## src/rtl/bcr_pkg.sv

```systemverilog
package bcr_pkg;

  ////////////////////////////////////////////////////////////////////////////////
  // register map: three address lines pick one of eight word registers
  localparam int unsigned BCR_ADDR_W        = 3;
  localparam logic [7:0]  BCR_CTRL0_OFFSET  = 8'h00;
  localparam logic [7:0]  BCR_CTRL1_OFFSET  = 8'h04;
  localparam logic [BCR_ADDR_W-1:0] BCR_CTRL0_IDX = BCR_CTRL0_OFFSET[BCR_ADDR_W+1:2];
  localparam logic [BCR_ADDR_W-1:0] BCR_CTRL1_IDX = BCR_CTRL1_OFFSET[BCR_ADDR_W+1:2];

  // only the eight most significant data lines (bus bits 0..7) are wired
  localparam int unsigned BCR_LANE_W   = 8;
  localparam int unsigned BCR_LANE_MSB = 31;
  localparam int unsigned BCR_LANE_LSB = 24;

  ////////////////////////////////////////////////////////////////////////////////
  // field positions, in bus bit numbering (bit 0 is the most significant line)
  localparam int unsigned BCR_C0_CS_POL     = 0;
  localparam int unsigned BCR_C0_REQ_SEL    = 1;
  localparam int unsigned BCR_C0_REQ_TRI    = 2;
  localparam int unsigned BCR_C0_CH1_EN_N   = 3;
  localparam int unsigned BCR_C0_CH234_EN_N = 4;
  localparam int unsigned BCR_C0_FRAMER_RESET_N_N  = 5;
  localparam int unsigned BCR_C0_LED_GRN_N  = 6;
  localparam int unsigned BCR_C0_LED_RED_N  = 7;
  localparam int unsigned BCR_C1_BOOT_N     = 0;
  localparam int unsigned BCR_C1_CODEC_N    = 1;
  localparam int unsigned BCR_C1_CELL_N     = 2;
  localparam int unsigned BCR_C1_W          = 3;

  // power-on defaults, index k holds bus bit k
  localparam logic [7:0]          BCR_CTRL0_RESET = 8'hfc;
  localparam logic [BCR_C1_W-1:0] BCR_CTRL1_RESET = 3'h4;

  localparam int unsigned BCR_TDM_CH = 3;

  ////////////////////////////////////////////////////////////////////////////////
  typedef struct packed {
    logic                  cs_n;
    logic                  oe_n;
    logic                  we_n;
    logic [BCR_ADDR_W-1:0] addr;
  } bcr_bus_t;

  typedef struct packed {
    logic host_cs_polarity;
    logic host_req_ack_select;
    logic host_req_ack_tristate;
    logic framer_ch1_enable_n;
    logic framer_ch234_enable_n;
    logic framer_reset_n;
    logic led_green_n;
    logic led_red_n;
    logic serial_boot_route_n;
    logic codec_enable_n;
    logic cell_port_enable_n;
  } bcr_ctrl_t;

  // bus lane to field vector: lane bit 7 (line 0) becomes field index 0
  function automatic logic [7:0] bcr_swap8(input logic [7:0] v);
    logic [7:0] r;
    r = '0;
    for (int i = 0; i < 8; i++) begin
      r[i] = v[7-i];
    end
    return r;
  endfunction : bcr_swap8

endpackage : bcr_pkg

```

## src/rtl/bcr_tdm_gate.sv

```systemverilog
`timescale 1ns/100ps
module bcr_tdm_gate
  import bcr_pkg::*;
(
  input  wire logic                        clk,
  input  wire logic                        rst,
  input  wire logic                        ch234_enable_n,
  input  wire logic [bcr_pkg::BCR_TDM_CH-1:0] framer_rx_data,
  input  wire logic [bcr_pkg::BCR_TDM_CH-1:0] framer_rx_clk,
  output logic      [bcr_pkg::BCR_TDM_CH-1:0] tdm_rx_data,
  output logic      [bcr_pkg::BCR_TDM_CH-1:0] tdm_rx_clk,
  output logic      [bcr_pkg::BCR_TDM_CH-1:0] tdm_rx_oe_n
);

  ////////////////////////////////////////////////////////////////////////////////
  // tri-state buffers of channels 2..4: only receive data and receive clock pass
  genvar g;
  generate
    for (g = 0; g < BCR_TDM_CH; g++) begin : g_ch
      assign tdm_rx_data[g] = framer_rx_data[g] & ~ch234_enable_n;
      assign tdm_rx_clk[g]  = framer_rx_clk[g]  & ~ch234_enable_n;
      assign tdm_rx_oe_n[g] = ch234_enable_n;
    end
  endgenerate
endmodule : bcr_tdm_gate

```

## src/rtl/bcr_board_ctrl.sv

```systemverilog
// Contract
// - only three address lines select a register; the eight repeat across the region.
// - control 0 uses only data lines 0..7, accessed as a word at offset 0.
// - both control registers take their defaults on power-on reset.
// - control 0 bit 0 picks host chip-select polarity: 0 low-active, 1 high.
// - control 0 bit 1 sets request/acknowledge buffer direction; 0 acknowledge, default 0.
// - control 0 bit 2 high tri-states the request/acknowledge buffer; default 1.
// - control 0 bit 3 low connects framer channel 1 to first tdm port; default 1.
// - control 0 bit 4 low routes framer channels 2..4; high isolates them; default 1.
// - only receive data and receive clock of channels 2..4 are gated.
// - control 0 bit 5 low or hard reset holds the framer reset; default 1.
// - bits 6 and 7 low light green and red lamps; both default 1.
// - control 1 is a word register at offset 4, readable and writable anytime.
// - control 1 bit 0 low or serial boot steers i2c to the boot eeprom.
// - control 1 bit 1 low connects the codec; high isolates it; default 0.
// - control 1 bit 2 low enables the cell port transceiver; default 1.
// - module enables from register bits also appear on the expansion outputs.
// - at power-on the codec is enabled and the other muxed peripherals disabled.
`timescale 1ns/100ps
module bcr_board_ctrl
  import bcr_pkg::*;
(
  input  wire logic                           clk,
  input  wire logic                           rst,
  input  wire bcr_pkg::bcr_bus_t              bus,
  input  wire logic [31:0]                    bus_data_in,
  output logic      [bcr_pkg::BCR_LANE_W-1:0] bus_data_out,
  output logic                                bus_data_oe_n,
  input  wire logic                           hard_reset_n,
  input  wire logic                           serial_boot_mode,
  input  wire logic                           host_select_a,
  input  wire logic                           host_select_global,
  output logic                                host_select_a_act,
  output logic                                host_select_global_act,
  input  wire logic [bcr_pkg::BCR_TDM_CH-1:0] framer_rx_data,
  input  wire logic [bcr_pkg::BCR_TDM_CH-1:0] framer_rx_clk,
  output logic      [bcr_pkg::BCR_TDM_CH-1:0] tdm_rx_data,
  output logic      [bcr_pkg::BCR_TDM_CH-1:0] tdm_rx_clk,
  output logic      [bcr_pkg::BCR_TDM_CH-1:0] tdm_rx_oe_n,
  output bcr_pkg::bcr_ctrl_t                  ctrl,
  output bcr_pkg::bcr_ctrl_t                  ctrl_exp
);

  import bcr_pkg::*;

  ////////////////////////////////////////////////////////////////////////////////
  // register state, index k holds bus bit k
  logic [7:0]          ctrl0_r;
  logic [BCR_C1_W-1:0] ctrl1_r;
  logic [7:0]          rd_lane_r;
  logic [7:0]          rd_lane_nxt;
  logic [7:0]          wr_field;
  logic                sel_ctrl0;
  logic                sel_ctrl1;
  logic                bus_wr;
  logic                bus_rd;

  // address decode: upper address bits are ignored, so the map aliases
  function automatic logic hit(input logic [BCR_ADDR_W-1:0] a,
                               input logic [BCR_ADDR_W-1:0] idx);
    return a == idx;
  endfunction : hit

  assign sel_ctrl0 = hit(bus.addr, BCR_CTRL0_IDX);
  assign sel_ctrl1 = hit(bus.addr, BCR_CTRL1_IDX);
  assign bus_wr    = !bus.cs_n && !bus.we_n;
  assign bus_rd    = !bus.cs_n && !bus.oe_n && bus.we_n;
  assign wr_field  = bcr_swap8(bus_data_in[BCR_LANE_MSB:BCR_LANE_LSB]);

  ////////////////////////////////////////////////////////////////////////////////
  // control register 0
  always_ff @(posedge clk) begin
    if (rst) begin
      ctrl0_r <= BCR_CTRL0_RESET;
    end else if (bus_wr && sel_ctrl0) begin
      ctrl0_r <= wr_field;
    end
  end

  ////////////////////////////////////////////////////////////////////////////////
  // control register 1
  always_ff @(posedge clk) begin
    if (rst) begin
      ctrl1_r <= BCR_CTRL1_RESET;
    end else if (bus_wr && sel_ctrl1) begin
      ctrl1_r <= wr_field[BCR_C1_W-1:0];
    end
  end

  ////////////////////////////////////////////////////////////////////////////////
  // read path: lane is refreshed every cycle from the current address, so it is
  // valid one cycle after address and chip select settle; no wait handshake
  always_comb begin
    rd_lane_nxt = '0;
    if (sel_ctrl0) begin
      rd_lane_nxt = bcr_swap8(ctrl0_r);
    end else if (sel_ctrl1) begin
      rd_lane_nxt = bcr_swap8({{(8-BCR_C1_W){1'b0}}, ctrl1_r});
    end
  end

  always_ff @(posedge clk) begin
    if (rst) begin
      rd_lane_r <= '0;
    end else begin
      rd_lane_r <= rd_lane_nxt;
    end
  end

  assign bus_data_out  = rd_lane_r;
  // only lines 0..7 are ever driven, and only for the two implemented registers
  assign bus_data_oe_n = !(bus_rd && (sel_ctrl0 || sel_ctrl1));

  ////////////////////////////////////////////////////////////////////////////////
  // host port controls
  assign host_select_a_act      = ctrl0_r[BCR_C0_CS_POL] ? host_select_a
                                                         : !host_select_a;
  assign host_select_global_act = ctrl0_r[BCR_C0_CS_POL] ? host_select_global
                                                         : !host_select_global;

  ////////////////////////////////////////////////////////////////////////////////
  // module enables and resets
  always_comb begin
    ctrl.host_cs_polarity      = ctrl0_r[BCR_C0_CS_POL];
    ctrl.host_req_ack_select   = ctrl0_r[BCR_C0_REQ_SEL];
    ctrl.host_req_ack_tristate = ctrl0_r[BCR_C0_REQ_TRI];
    ctrl.framer_ch1_enable_n   = ctrl0_r[BCR_C0_CH1_EN_N];
    ctrl.framer_ch234_enable_n = ctrl0_r[BCR_C0_CH234_EN_N];
    ctrl.framer_reset_n        = ctrl0_r[BCR_C0_FRAMER_RESET_N_N] && hard_reset_n;
    ctrl.led_green_n           = ctrl0_r[BCR_C0_LED_GRN_N];
    ctrl.led_red_n             = ctrl0_r[BCR_C0_LED_RED_N];
    ctrl.serial_boot_route_n   = ctrl1_r[BCR_C1_BOOT_N] && !serial_boot_mode;
    ctrl.codec_enable_n        = ctrl1_r[BCR_C1_CODEC_N];
    ctrl.cell_port_enable_n    = ctrl1_r[BCR_C1_CELL_N];
  end

  // same enables presented at the expansion connectors for off-board hardware
  assign ctrl_exp = ctrl;

  ////////////////////////////////////////////////////////////////////////////////
  bcr_tdm_gate u_tdm_gate (
    .clk            (clk),
    .rst            (rst),
    .ch234_enable_n (ctrl0_r[BCR_C0_CH234_EN_N]),
    .framer_rx_data (framer_rx_data),
    .framer_rx_clk  (framer_rx_clk),
    .tdm_rx_data    (tdm_rx_data),
    .tdm_rx_clk     (tdm_rx_clk),
    .tdm_rx_oe_n    (tdm_rx_oe_n)
  );
endmodule : bcr_board_ctrl

```

## config.mk

```make
export PLATFORM = sky130hd
export DESIGN_NAME = bcr_board_ctrl
export DESIGN_NICKNAME = d
export VERILOG_FILES = /design/src/rtl/bcr_pkg.sv /design/src/rtl/bcr_tdm_gate.sv /design/src/rtl/bcr_board_ctrl.sv
export SDC_FILE = /design/constraint.sdc
export NUM_CORES = 1
export LEC_CHECK = 0
export ABC_AREA = 1
export BUFFER_PORTS_ARGS = -buffer_cell sky130_fd_sc_hd__buf_4
export CORE_MARGIN = 10
export CORE_UTILIZATION = 40
export DETAILED_ROUTE_END_ITERATION = 8
export HOLD_SLACK_MARGIN = 0.15
export PLACE_DENSITY_LB_ADDON = 0.3
export SLEW_MARGIN = 20
export SYNTH_ARGS = -nofsm -noshare
export SYNTH_HDL_FRONTEND = slang
export SYNTH_SLANG_ARGS = --single-unit
```

## constraint.sdc

```tcl
create_clock -name clk -period 1.65 [get_ports clk]
set_input_delay 0.33 -clock clk [delete_from_list [all_inputs] [get_ports clk]]
set_output_delay 0.33 -clock clk [all_outputs]
set_load 0.02 [all_outputs]
```

==> out/metrics.cfg <==
[detailed_routing]
dr.pass1.iters = 4
wl_met2_mm = 1.49
via_per_inst = 4.42
num_vias = 955
drtAntennaViolNets = 0
drc = 0
routedWlPerCell_um = 13.2
met3_length_um = 273
m1WireLength_mm = 1.03
drt_wl_total_mm = 2.85
drtIter0Drc = 23
top_layer = met4

[setup_path]
slowest_stage = dfxtp_1
crit_required_ps = 1320
end_kind = output pin
r2r_slack_ps = 840
cp.depth = 2
cp_top_family = flip-flops
critPathCapture = tdm_rx_data[0]
cp_max_fo = 13
r2r-end = ctrl0_r[4]
path_class = reg2out
cp_cell_sequence = nor2_1, buf_4
startpoint_type = register
path_buf_inv = 1
r2r-start = ctrl0_r[4]
cp.arrival_ps = 1150
max_stage_delay_ps = 580
cp-startpoint = ctrl0_r[4]
r2r_cells = 2

[logic_synthesis]
seq_area_frac_synth_pct = 37.2
yosys.area_share.xor_xnor_pct = 1.71
synthCells = 140
synth_top_family_by_area = simple AND/OR/NAND/NOR gates
synth_nets = 190
synth_compound_area_share_pct = 1.71
netlist_area_um2 = 1020
yosys_register_bits = 19
synth.avg_cell_area_um2 = 7.30
synth_mux_area_share_pct = 0
ys_warn_count = 0
synthAdderAreaFrac_pct = 0
ys_types = 17
yosys.area_share.simple_pct = 31.3

[sta]
fin_hold_ws_ps = 256
slew_violations = 0
setup_tns_ps = 0
final-hold-violation-count = 0
clock_skew_ps = 2.34
finalCritPeriodShare_pct = 89.5
finalCriticalPeriod_ps = 1480
setup-violations-final = 0
fmax_mhz = 677
worst_pin_slew_ps = 506
rsz0062_at_grt = no
slew_headroom_pct = 66.3

[min_path]
hold_path_class = in2reg

[global_route]
grt-ovfl-total = 0
grt_pass1_wl_mm = 4.64
grtUsageTotal_pct = 11.2
antenna_found_initial = 0
grt_pass1_vias = 1007
grt_max_degree = 17

[clock_tree]
ctsHtreeMaxLevel = 1
numCtsBuffers = 3
cts_resized = 0
cts_root_buf = clkbuf_4
clock_path_buffers = 2
cts_hold_buf = 0
insertion_delay_ps = 290
clock-sinks = 19
cts.clk_slew.worst_paths_ps = 110
cts_tree = yes
post_cts_buffers = 0

[pwr]
ir_drop_v = 0.000380
power-per-cell-area_nw_per_um2 = 634
p_leak_nw = 0.814

[floorplanning]
die_height_um = 70.6
row_count = 18
fp.dieArea_um2 = 4980
initial_core_util_pct = 41.6
die-width_um = 70.6
pin_count = 92
core_um2 = 2450

[finish]
areaGrowthSynthToFinish_pct = 37.8
drive_gt1_share_pct = 44.1
layout.nets = 237
antenna_cells = 0
final_common_cell = buf_4
final_cell_mix = 68 x buf_4, 25 x inv_1, 20 x nand3_1, 19 x dfxtp_1

[run]
max_cap_viol_count = 0

[place]
gp_congestion = 0.781
portBuffers = 67
place_hpwl_mm = 2.40

[status]
status = completed

==> cells in the mapped netlist <==
master / n / area (um^2)
buf_2: 1 / 5.00
nand3_2: 1 / 10.0
inv_2: 1 / 3.75
nand3_1: 20 / 100
nor2_4: 3 / 33.8
nand2_2: 1 / 6.26
nor2_2: 1 / 6.26
o21ai_2: 2 / 17.5
nor2_1: 17 / 63.8
xnor2_1: 2 / 17.5
inv_1: 25 / 93.8
nand2_1: 17 / 63.8
clkbuf_1: 1 / 3.75
buf_4: 24 / 180
nand2_4: 1 / 11.3
nand4_1: 4 / 25.0
dfxtp_1: 19 / 380
==> kinds of logic (layout without fill, tap and decap cells) <==
kind of cell,Yosys count,after routing
xor gates and xnor gates,2,2
AOI/OAI and AO/OA,2,2
DFF,19,19
buffers and inverters,52,98
and+or+nand+nor,65,65
==> where the power goes <==
part	total [W]	internal (W)	switching (W)	leakage [nW]
combinational	0.000184	0.0000876	0.0000968	0.642
sequential	0.000477	0.000469	0.00000822	0.154
clock	0.000232	0.0000902	0.000141	0.0177
==> layout make-up <==
cell class                 instances  area (um^2)
fill                             232         1050
inverter                          26         97.6
multi-input combinational         69          355
sequential                        19          380
clock inverter                     1         5.00
timing repair buffer              68          510
tap                               30         37.5
clock buffer                       3         22.5
==> worst register-to-register path, delay by kind of cell (launching register included) <==
| family | cells | cell delay (ps) |
|---|---|---|
| flops | 1 | 580 |
| simple gates | 2 | 180 |
==> worst min-delay path by stage <==
stage                    startpoint               to  slack, ps  cells after the start
finish              bus_data_in[27]       ctrl0_r[4]        260                      3
global route        bus_data_in[27]       ctrl0_r[4]        260                      3
CTS                 bus_data_in[27]       ctrl0_r[4]        260                      3
detailed placement       ctrl0_r[5]  bus_data_out[2]        450                      2
global placement         ctrl0_r[5]  bus_data_out[2]        440                      2
floorplan                ctrl0_r[5]  bus_data_out[2]        420                      2
==> state kept, by name, indices dropped and copies added, names as in the netlist <==
| name | cells |
|---|---|
| bus_data_out | 8 |
| ctrl1_r | 3 |
| ctrl0_r | 8 |
==> metal layers <==
metal	GRT usage [%]	vias up
li1	-	494
met1	10.7	417
met2	20.3	38
met3	4.74	6
met4	5.16	0
met5	0	-
==> per-stage QoR <==
stage	setup slack (ps)	power, W	cell area, um^2	cells	util (%)
after floorplan	438	0.000591	1020	140	-
after global placement	420	0.000670	1380	212	56.3
after detailed placement	385	0.000675	1380	212	56.3
after CTS	167	0.000904	1410	216	57.4
after global routing	80.7	0.000946	1410	216	57.4
final	173	0.000894	1410	216	57.4
Note: power is estimated with default switching activity, not from simulation.
